`src/sld_pkg.sv`:
```
// Purpose: Shared constants and carrier types for the serial-in latched driver.
// Assumes: One 20 MHz system clock; every pin input is sampled before use.
// Notes: Twelve stages; outputs are open-collector, active when driving low.
package sld_pkg;
   localparam int SLD_STAGES = 12;
   localparam int SLD_SYNC_DEPTH = 2;
   localparam int SLD_SYS_PERIOD_NS = 50;
   localparam int SLD_SHIFT_PULSE_MIN_NS = 200;
   // Least shift-clock level time, rounded up to whole system cycles.
   localparam int SLD_SHIFT_PULSE_CYC =
      (SLD_SHIFT_PULSE_MIN_NS + SLD_SYS_PERIOD_NS - 1) / SLD_SYS_PERIOD_NS;
   localparam logic [11:0] SLD_REG_RESET = 12'h000;

   // Host-driven pins, grouped so they cross into the clock domain together.
   typedef struct packed {
      logic serial_data;
      logic shift_clk;
      logic latch_open;
      logic outputs_off;
   } sld_pins_type;
endpackage

```
`src/sld_driver.sv`:
```
// Purpose: Twelve-stage serial-in shift register with latches and gated drivers.
// Assumes: The host shift clock is far slower than clk, so edges are seen reliably.
// Notes: Drivers are open-collector: enable high means the pin is pulled low.
`timescale 1ns/1ps
module sld_driver
   import sld_pkg::*;
#(
   parameter int STAGES = SLD_STAGES
) (
   input wire logic clk, // 20 MHz system clock.
   input wire logic rst_b, // Asynchronous reset, active low.
   input wire sld_pins_type pins, // Raw host pins.
   output logic serial_out, // Cascade output, last stage.
   output logic [STAGES-1:0] driver_outputs, // Driven level, always low.
   output logic [STAGES-1:0] driver_outputs_oe // High while pulling a pin low.
);
   sld_pins_type pins_s;
   logic [3:0] pins_s_vec;
   logic clk_prev_reg;
   logic clk_prev_next;
   logic shift_edge;
   logic [STAGES-1:0] shift_reg;
   logic [STAGES-1:0] shift_next;
   logic [STAGES-1:0] latch_reg;
   logic [STAGES-1:0] latch_next;
   logic [STAGES-1:0] drive_reg;
   logic [STAGES-1:0] drive_next;
   logic [STAGES-1:0] level_reg;
   logic serial_reg;
   logic serial_next;

   // Every pin is asynchronous to clk and is synchronised before use.
   sld_sync #(
      .WIDTH(4)
   ) u_sync (
      .clk(clk),
      .rst_b(rst_b),
      .async_in(pins),
      .sync_out(pins_s_vec)
   );
   assign pins_s = sld_pins_type'(pins_s_vec);

   // Rising edge of the sampled shift clock acts as the shift enable.
   assign clk_prev_next = pins_s.shift_clk;
   assign shift_edge = pins_s.shift_clk & ~clk_prev_reg;

   // Shift chain, latches and driver gating.
   always_comb begin
      shift_next = shift_reg;
      if (shift_edge) begin
         shift_next = {shift_reg[STAGES-2:0], pins_s.serial_data};
      end
      // Latches look at the post-shift value so a new bit shows in the same step.
      latch_next = pins_s.latch_open ? shift_next : latch_reg;
      // A latched one switches the transistor on, which makes the pin low.
      drive_next = pins_s.outputs_off ? '0 : latch_next;
      serial_next = shift_next[STAGES-1];
   end

   // State registers; reset leaves every driver off for safety.
   always_ff @(posedge clk or negedge rst_b) begin
      if (!rst_b) begin
         clk_prev_reg <= 1'b0;
         shift_reg <= SLD_REG_RESET[STAGES-1:0];
         latch_reg <= SLD_REG_RESET[STAGES-1:0];
         drive_reg <= '0;
         level_reg <= '0;
         serial_reg <= 1'b0;
      end else begin
         clk_prev_reg <= clk_prev_next;
         shift_reg <= shift_next;
         latch_reg <= latch_next;
         drive_reg <= drive_next;
         level_reg <= '0;
         serial_reg <= serial_next;
      end
   end

   assign serial_out = serial_reg;
   assign driver_outputs = level_reg;
   assign driver_outputs_oe = drive_reg;
endmodule // sld_driver

```
`src/sld_sync.sv`:
```
// Purpose: Two-stage synchroniser for a vector of asynchronous pin levels.
// Assumes: Each bit is an independent level; no bus coherence is needed.
// Notes: The first stage feeds only the second stage.
`timescale 1ns/1ps
module sld_sync #(
   parameter int WIDTH = 4
) (
   input wire logic clk, // System clock.
   input wire logic rst_b, // Asynchronous reset, active low.
   input wire logic [WIDTH-1:0] async_in, // Raw pin levels.
   output logic [WIDTH-1:0] sync_out // Levels safe to read.
);
   logic [WIDTH-1:0] meta_reg;
   logic [WIDTH-1:0] meta_next;
   logic [WIDTH-1:0] sync_reg;
   logic [WIDTH-1:0] sync_next;

   // Next values: the second stage reads only the first.
   always_comb begin
      meta_next = async_in;
      sync_next = meta_reg;
   end

   // Both stages clear on reset so downstream logic starts from a known level.
   always_ff @(posedge clk or negedge rst_b) begin
      if (!rst_b) begin
         meta_reg <= '0;
         sync_reg <= '0;
      end else begin
         meta_reg <= meta_next;
         sync_reg <= sync_next;
      end
   end

   assign sync_out = sync_reg;
endmodule // sld_sync
```
`config.mk`:
```
export PLATFORM = sky130hd
export DESIGN_NAME = sld_driver
export DESIGN_NICKNAME = d
export VERILOG_FILES = /design/src/sld_pkg.sv /design/src/sld_driver.sv /design/src/sld_sync.sv
export SDC_FILE = /design/constraint.sdc
export NUM_CORES = 1
export LEC_CHECK = 0
export ABC_AREA = 1
export ABC_CLOCK_PERIOD_IN_PS = 1400
export BUFFER_PORTS_ARGS = -buffer_cell sky130_fd_sc_hd__buf_2
export CAP_MARGIN = 20
export CORE_ASPECT_RATIO = 1.2
export CORE_MARGIN = 5
export CORE_UTILIZATION = 35
export CTS_BUF_LIST = sky130_fd_sc_hd__clkbuf_8
export DETAILED_ROUTE_END_ITERATION = 10
export GPL_TIMING_DRIVEN = 0
export PLACE_DENSITY = 0.56
export SKIP_LAST_GASP = 1
export SLEW_MARGIN = 20
export SYNTH_ARGS = -nofsm -noshare
export SYNTH_HDL_FRONTEND = slang
export SYNTH_HIERARCHICAL = 1
export SYNTH_SLANG_ARGS = --single-unit
```
`constraint.sdc`:
```
create_clock -name clk -period 1.4 [get_ports clk]
set_input_delay 0.28 -clock clk [delete_from_list [all_inputs] [get_ports clk]]
set_output_delay 0.28 -clock clk [all_outputs]
set_load 0.01 [all_outputs]
```
== After elaboration in Yosys (flattened, before gate mapping) ==
Index checks and enable logic that the tools add are counted.

* Bits in registers: 46
* Bits of input ports: 6
* Output and inout bits: 25

* Muxes and demuxes: 3
* Bitwise logic cells: 2

{| class="wikitable"
|+ Operators by type and width
! kind !! number
|-
| $mux 12 || 3
|-
| $and 1x1->1 || 1
|-
| $not 1->1 || 1
|}

== Logic depth before layout (Yosys ltp) ==
Gate-level depths: netlist (run 1).

* Word-level depth: 5
* Mapped depth: 7

== By module ==
The synthesis (run 1) kept the hierarchy.

{| class="wikitable"
|+ By module, submodules not included
! module !! times used !! cells each !! area an instance (um2) !! seq. area each (um2)
|-
| sld_driver || 1 || 154 || 1684.1 || 925.9
|-
| sld_sync || 1 || 8 || 200.2 || 200.2
|}

== Least setup slack after synthesis (run 1) ==
No wires, ideal clock.

* Path kind: register -> register
* Start point: reg u_sync.sync_reg[1], in the netlist u_sync/sync_out[1]
* End point: reg drive_reg[3], in the netlist driver_outputs_oe[3]
* Library setup time: 0.124 ns
* Arrival: 0.881 ns
* Data required time: 1.276 ns
* Setup slack: 0.395 ns
* Cell stages (with the launch flop): 5
* Path buffers: 1
* Period minus slack after synthesis: 1.005 ns
* Cell sequence: dfrtp_1 buf_2 or2_1 nand2_2 nor2_2

* Word-level cells in the longest chain between the ends: 2

{| class="wikitable"
|+ RTL lines
! element !! RTL line !! RTL
|-
| start, declared || sld_sync.sv:15 || <nowiki>logic [WIDTH-1:0] sync_reg;</nowiki>
|-
| start signal, assigned || sld_sync.sv:31 || <nowiki>sync_reg <= sync_next;</nowiki>
|-
| $mux 12 || sld_driver.sv:54 || <nowiki>latch_next = pins_s.latch_open ? shift_next : latch_reg;</nowiki>
|-
| $mux 12 || sld_driver.sv:56 || <nowiki>drive_next = pins_s.outputs_off ? '0 : latch_next;</nowiki>
|-
| named net drive_next[3] || sld_driver.sv:27 || <nowiki>logic [STAGES-1:0] drive_next;</nowiki>
|-
| end signal, assigned || sld_driver.sv:73 || <nowiki>drive_reg <= drive_next;</nowiki>
|-
| end, declared || sld_driver.sv:26 || <nowiki>logic [STAGES-1:0] drive_reg;</nowiki>
|}

The timed path passes the listed nets, and every way through them passes these cells.

== Worst setup path after layout (run 1) ==
* Start point: reg u_sync.sync_reg[1], in the netlist u_sync/sync_out[1]
* End point: reg drive_reg[4], in the netlist driver_outputs_oe[4]

Same word-level chain as after synthesis.

==> Implementation_results.wiki, run 1 <==
{| class="wikitable"
! Metric !! Value
|-
| Run status || finished, violations left
|-
| Failing checks || hold timing
|-
| Final wirelength || 2970 um
|-
| Die width || 77.0 um
|-
| Startpoint class of the critical path || register
|-
| Synth area leader || sky130_fd_sc_hd__dfrtp_1
|-
| Critical path's top delay family || flip-flops
|-
| Maximum clock rate || 0.879 GHz
|-
| Endpoints failing hold || 45
|-
| Buffer depth of the longest clock path || 2
|-
| Crit path buffers/inverters || 1
|-
| Highest fanout seen on the critical path || 10
|-
| DRC violation total after the first TritonRoute iteration || 61
|-
| Count of buffers from port buffering || 18
|-
| Top cell types by occurrence after synthesis || sky130_fd_sc_hd__dfrtp_1 (45), sky130_fd_sc_hd__nand2_2 (22), sky130_fd_sc_hd__nand3_2 (21)
|-
| CTS tree || built
|-
| Via count normalized by instance count || 4.16
|-
| Number of levels in the clock H-tree || 2
|-
| Cell count after synthesis || 162
|-
| GRT Residual Overflow || 0
|-
| Cell type of the slowest stage on the worst timing path || sky130_fd_sc_hd__dfrtp_1
|-
| Max Clock Skew || 0.00543 ns
|-
| Post-synthesis mux area share || 0%
|-
| Worst IR drop on VDD || 599 uV
|-
| Cts hold-fix bufs || 0
|-
| Remaining number of nets flagged by the antenna check after routing || 0
|-
| Total number of vias || 1082
|-
| Final setup violation count || 0
|-
| Final std cell area, no fill || 0.00220 sq mm
|-
| Primary FF master, synth || sky130_fd_sc_hd__dfrtp_1
|-
| Number of flip-flops and latches in the synthesized netlist || 45
|-
| Largest family of logic cells by synthesized area || simple AND/OR/NAND/NOR gates
|-
| DRC violation count after routing || 0
|-
| Overall routing resource usage || 9.46%
|-
| Worst max-slew margin expressed relative to the limit || 62.5%
|-
| DP HPWL || 1990 um
|-
| Worst-Margin Slew || 0.562 ns
|-
| CP endpoint kind || register
|-
| Sink count of the clock tree || 45
|-
| DP Worst Slack || 0.224 ns
|-
| Adder and majority gate portion of the synthesized area || 0%
|-
| Initial core utilization || 35.8%
|-
| Post-Synthesis Cell Area || 0.00188 sq mm
|-
| Core area || 0.00526 sq mm
|-
| Post-CTS setup buffers || 0
|-
| Worst setup path category || reg2reg
|-
| Wire length of the first global-routing pass || 5290 um
|-
| Signal arrival time at the worst endpoint || 1.31 ns
|-
| Standard-cell row count || 29
|-
| Crit path time final || 1.14 ns
|-
| Clock latency at the later pin of the worst-skew pair || 0.29 ns
|-
| Worst-path cell chain || buf_2 -> or2_0 -> nand2_2 -> nor2_2
|-
| Number of top-level pins || 31
|-
| Fin crit share || 81.2%
|-
| Crit-path max cell delay || 0.43 ns
|-
| Share of synthesized registers carrying an async set or reset || 100%
|-
| Utilization of the core after routing || 41.8%
|-
| Min-Delay Path Class || in2async
|-
| Number of enable-type register cells in the synthesized netlist || 0
|-
| Max Slew Vio Count || 0
|-
| WL per Instance || 11.4 um
|-
| Count of cells resized by post-cts repair || 0
|-
| Antenna diodes || 0
|-
| Number of global-route vias before repair || 1083
|-
| Clock-pin slew reported for the worst setup and hold paths after clock tree synthesis || 0.08 ns
|-
| Placer congestion estimate || 0.700
|-
| # Max-Cap Violations || 0
|-
| Hold slack || -0.0185 ns
|-
| Post-DP Area || 0.00209 sq mm
|-
| Simple-gate share of the synthesized area || 29.9%
|-
| Total negative slack for setup checks || 0 ns
|-
| Final Worst Setup Slack || 0.263 ns
|-
| Count of different cell masters after synthesis || 16
|-
| Die height || 90.4 um
|-
| Area enclosed by the die boundary || 0.00696 sq mm
|-
| Number of CTS-inserted buffers || 5
|-
| Static leakage || 1.19 nW
|-
| Final-stage net count || 204
|-
| Number of detailed-route iterations in the first pass || 4
|-
| Synthesized-area fraction occupied by ao, oa, aoi and oai cells || 0%
|-
| Worst EP required || 1.57 ns
|-
| Fraction of synthesized cell area taken by the top area cell type || 59.8%
|-
| Most frequently used cell type in the post-synthesis netlist || sky130_fd_sc_hd__dfrtp_1
|-
| Dominant cells by area after synthesis || sky130_fd_sc_hd__dfrtp_1 (60%), sky130_fd_sc_hd__nand3_2 (11%), sky130_fd_sc_hd__nand2_2 (7.3%)
|-
| Maximum number of pins on one net before global-route repair || 46
|-
| Sequential element share of the synthesized area || 59.8%
|-
| Share of the synthesized netlist area taken by xor and xnor gates || 0%
|-
| Ys Warns || 6
|-
| Cell area power density || 1340 mW/mm^2
|-
| RSZ-0062 raised after global routing || false
|-
| Mean instance size in the synthesized netlist || 11.6 sq um
|-
| Root Buffer Master || sky130_fd_sc_hd__clkbuf_8
|-
| Area growth from synthesis to layout || 16.7%
|-
| Layout cells sized above 1 || 51.0%
|-
| Number of antenna violations at the first check in global routing || 0
|}
-- metal layers --
layer,wire (um),track usage (%),share of wire [%],vias up
met4,77,4.73,2.6,0
met2,1490,16.4,50,18
met3,113,2.10,3.8,7
met5,0,0,0,-
met1,1280,10.8,43,515
li1,-,-,-,542
-- power breakdown --
group          leakage (nW)  internal [mW]  switching (mW)
sequential            0.567           1.47          0.0769
clock                0.0540          0.519           0.416
combinational         0.573          0.190           0.271
-- worst reg2reg max path, cell delays in order (launching register included) --
cell and delay [ns]:
sky130_fd_sc_hd__dfrtp_1 0.43, sky130_fd_sc_hd__buf_2 0.21, sky130_fd_sc_hd__or2_0 0.25, sky130_fd_sc_hd__nand2_2 0.09, sky130_fd_sc_hd__nor2_2 0.04
-- kinds of logic (layout without fill, tap and decap cells) --
family | count (synthesis) | count (layout)
buf+inv | 31 | 56
simple gates | 85 | 85
flops | 45 | 45
other cells | 1 | 12
-- layout make-up --
cell class / instances / area [sq um]
Buffer: 18 / 141
Clock buffer: 5 / 68.8
Clock inverter: 2 / 35.0
Fill cell: 541 / 3060
Inverter: 13 / 48.8
Multi-Input combinational cell: 97 / 609
Sequential cell: 45 / 1130
Tap cell: 62 / 77.6
Timing Repair Buffer: 18 / 92.6
-- placed cells by master, fill, tap and decap left out, types with 4 or more instances in the layout --
master and count:
sky130_fd_sc_hd__dfrtp_1 45, sky130_fd_sc_hd__nand2_2 22, sky130_fd_sc_hd__nand3_2 21, sky130_fd_sc_hd__buf_2 19, sky130_fd_sc_hd__nand2_1 15, sky130_fd_sc_hd__buf_4 14, sky130_fd_sc_hd__inv_1 12, sky130_fd_sc_hd__conb_1 12
sky130_fd_sc_hd__nor2_2 10, sky130_fd_sc_hd__or2_1 7, sky130_fd_sc_hd__clkbuf_8 5, sky130_fd_sc_hd__or2_2 4
-- worst paths after layout --
kind	slack [ns]	cells past startpoint	to	start
worst max-delay path	0.26	4	driver_outputs_oe[4]	u_sync/sync_out[1]
worst min-delay path	-0.02	1	driver_outputs_oe[9]	rst_b
worst max register to register	0.26	4	driver_outputs_oe[4]	u_sync/sync_out[1]
worst min register to register	0.35	0	u_sync/sync_out[1]	u_sync/meta_reg[1]
max in group asynchronous	1.04	1	shift_reg[4]	rst_b
min in group clk	0.09	1	u_sync/meta_reg[1]	pins[1]
-- stage by stage --
stage                     power (mW)  cells
after floorplan                 1.91    173
after CTS                       3.00    260
after detailed placement        2.04    253
after global placement          2.04    253
final                           2.94    260
after global routing            3.12    260
(Power assumes the default switching activity.)
==> run 2, diff against run 1 <==
ABC_CLOCK_PERIOD_IN_PS = 1100   (was 1400)
clock period = 1.1 ns   (was 1.4 ns; I/O delays follow)
==> run 2 against run 1 <==
Against the previous run:
- the run now ends clean
- non-clock buffer count increased by 4
- clock skew about the same
- via count increased by 2.2%
- worst setup slack got worse by 0.26 ns
- flip-flop and latch count unchanged
- count of clock-buffer cells in the layout unchanged
- clock power increased by 27%
- core utilization increased by 1.6 points
- fmax increased by 3.9%
- critical path depth increased by 3
- largest cell class unchanged
- largest power group unchanged
==> Implementation_results.wiki, run 2 (synthesis gave the netlist of run 1 again) <==
{| class="wikitable"
! Metric !! Value
|-
| Run status || completed (was finished, violations left)
|-
| WL per Instance || 11.8 um (was 11.4 um)
|-
| Static leakage || 1.24 nW (was 1.19 nW)
|-
| Root Buffer Master || sky130_fd_sc_hd__clkbuf_8 (unchanged)
|-
| CTS tree || built (unchanged)
|-
| Most common library cell in the layout ignoring fill and taps || sky130_fd_sc_hd__dfrtp_1 (unchanged)
|-
| Via count normalized by instance count || 4.19 (was 4.16)
|-
| Filler Cells Inserted || 531 (was 541)
|-
| Min-Delay Path Class || in2reg (was in2async)
|-
| Fin crit share || 99.5% (was 81.2%)
|-
| Area enclosed by the die boundary || 0.00696 sq mm (unchanged)
|-
| Maximum clock rate || 0.913 GHz (was 0.879 GHz)
|-
| Worst IR drop on VDD || 762 uV (was 599 uV)
|-
| Highest fanout seen on the critical path || 5 (was 10)
|-
| DP HPWL || 1990 um (unchanged)
|-
| Clock-pin slew reported for the worst setup and hold paths after clock tree synthesis || 0.08 ns (about the same)
|-
| Worst-Margin Slew || 0.563 ns (was 0.562 ns)
|-
| Remaining number of nets flagged by the antenna check after routing || 0 (unchanged)
|-
| Maximum number of pins on one net before global-route repair || 46 (unchanged)
|-
| Startpoint class of the critical path || register (unchanged)
|-
| Sink count of the clock tree || 45 (unchanged)
|-
| Endpoints failing hold || 0 (was 45)
|-
| Max Slew Vio Count || 0 (unchanged)
|-
| Layout cells sized above 1 || 53.5% (was 51.0%)
|-
| Max Clock Skew || 0.00508 ns (was 0.00543 ns)
|-
| Number of top-level pins || 31 (unchanged)
|-
| Number of levels in the clock H-tree || 2 (unchanged)
|-
| Crit path time final || 1.09 ns (was 1.14 ns)
|-
| GRT Residual Overflow || 0 (unchanged)
|-
| Combined flip-flop and latch cell area || 0.00113 sq mm (about the same)
|-
| Clock latency at the later pin of the worst-skew pair || 0.29 ns (about the same)
|-
| Hold slack || 0.0300 ns (was -0.0185 ns)
|-
| DRC violation total after the first TritonRoute iteration || 63 (was 61)
|-
| Commonest non-fill, non-tap cells in the layout || sky130_fd_sc_hd__dfrtp_1 (43), sky130_fd_sc_hd__nand3_2 (21), sky130_fd_sc_hd__nand2_2 (18), sky130_fd_sc_hd__buf_2 (18) (was sky130_fd_sc_hd__dfrtp_1 (45), sky130_fd_sc_hd__nand2_2 (22), sky130_fd_sc_hd__nand3_2 (21), sky130_fd_sc_hd__buf_2 (19), sky130_fd_sc_hd__nand2_1 (15))
|-
| Wire length of the first global-routing pass || 5290 um (about the same)
|-
| Placer congestion estimate || 0.700 (unchanged)
|-
| Final-stage net count || 208 (was 204)
|-
| Core area || 0.00526 sq mm (unchanged)
|-
| Launch point of the worst reg-to-reg path || clk_prev_reg (was u_sync/sync_out[1])
|-
| RSZ-0062 raised after global routing || true (was false)
|-
| Worst setup path category || reg2reg (unchanged)
|-
| Signal arrival time at the worst endpoint || 1.27 ns (was 1.31 ns)
|-
| Count of buffers from port buffering || 18 (unchanged)
|-
| Antenna diodes || 0 (unchanged)
|-
| Number of global-route vias before repair || 1083 (unchanged)
|-
| Launch point of the worst path || clk_prev_reg (was u_sync/sync_out[1])
|-
| Number of CTS-inserted buffers || 5 (unchanged)
|-
| Utilization of the core after routing || 43.4% (was 41.8%)
|-
| Area occupied by multi-input gates || 629 sq um (was 609 sq um)
|-
| CP endpoint kind || register (unchanged)
|-
| Worst EP required || 1.27 ns (was 1.57 ns)
|-
| Buffer depth of the longest clock path || 2 (unchanged)
|-
| Final wirelength || 3110 um (was 2970 um)
|-
| DRC violation count after routing || 0 (unchanged)
|-
| Number of detailed-route iterations in the first pass || 4 (unchanged)
|-
| # Max-Cap Violations || 0 (unchanged)
|-
| Die height || 90.4 um (unchanged)
|-
| Overall routing resource usage || 9.46% (unchanged)
|-
| Number of antenna violations at the first check in global routing || 0 (unchanged)
|-
| Die width || 77.0 um (unchanged)
|-
| Launch point of the worst hold path || pins[1]
|-
| Final setup violation count || 0 (unchanged)
|-
| Standard-cell row count || 29 (unchanged)
|-
| Worst max-slew margin expressed relative to the limit || 62.5% (about the same)
|-
| Initial core utilization || 35.8% (unchanged)
|-
| Total number of vias || 1106 (was 1082)
|-
| Cell area power density || 1660 mW/mm^2 (was 1340 mW/mm^2)
|-
| Area growth from synthesis to layout || 21.3% (was 16.7%)
|}
## run 2: final cells by class
type	count	area share (%)
Buffer	18	6.62
Clock buffer	5	3.01
Clock inverter	2	1.53
Inverter	13	2.13
Multi-Input combinational cell	97	27.5
Sequential cell	45	49.4
Tap cell	62	3.39
Timing Repair Buffer	22	6.40
## run 2: timing repair
item | CTS | global route
resized for setup | 4 | 11
pin swaps | 0 | 8
cloned | 0 | 2
setup endpoints to repair | 17 | 22
hold endpoints to repair | 0 | 45
hold buffers | 0 | 1
buffers inserted | 0 | 1
## run 2: layer usage
metal / up-vias / share of wire (%) / GRT usage, %
met5: - / 0 / 0
met4: 0 / 2.0 / 4.73
met3: 5 / 3.7 / 2.10
met2: 17 / 52 / 16.4
met1: 534 / 43 / 10.8
li1: 550 / - / -
## run 2: worst paths after layout
kind                       depth (start not counted)              endpoint  slack [ns]
max in group asynchronous                          2    u_sync/sync_out[2]        0.23
min                                                1    u_sync/meta_reg[1]        0.03
min reg2reg                                        0    u_sync/sync_out[1]        0.35
max                                                7  driver_outputs_oe[7]       0.005
max reg2reg                                        7  driver_outputs_oe[7]       0.005
min in group asynchronous                          2  driver_outputs_oe[9]        0.47
## run 2: critical path: stages, from the launching register on
cell and delay [ns]:
sky130_fd_sc_hd__dfrtp_1 0.38, sky130_fd_sc_hd__inv_2 0.10, sky130_fd_sc_hd__nand2_4 0.09, sky130_fd_sc_hd__clkbuf_16 0.17, sky130_fd_sc_hd__nand2_4 0.05, sky130_fd_sc_hd__nand3_2 0.06
sky130_fd_sc_hd__nand2_2 0.09, sky130_fd_sc_hd__nor2_2 0.03
## run 2: power breakdown
part | leakage [nW] | internal (mW) | switching (mW)
Sequential | 0.565 | 1.87 | 0.109
Clock | 0.0540 | 0.660 | 0.531
Combinational | 0.620 | 0.272 | 0.355
## run 2: metrics by stage
step | TNS [ns] | cells | power (mW) | setup WS (ns) | cell area [sq um]
finish | 0 | 264 | 3.79 | 0.00508 | 2290
global route | -0.550 | 264 | 4.02 | -0.0381 | 2290
CTS | 0 | 260 | 3.82 | 0.00102 | 2210
detailed placement | -1.24 | 253 | 2.60 | -0.0505 | 2090
global placement | -2.13 | 253 | 2.59 | -0.0504 | 2090
floorplan | 0 | 173 | 2.43 | 0.0947 | 1930
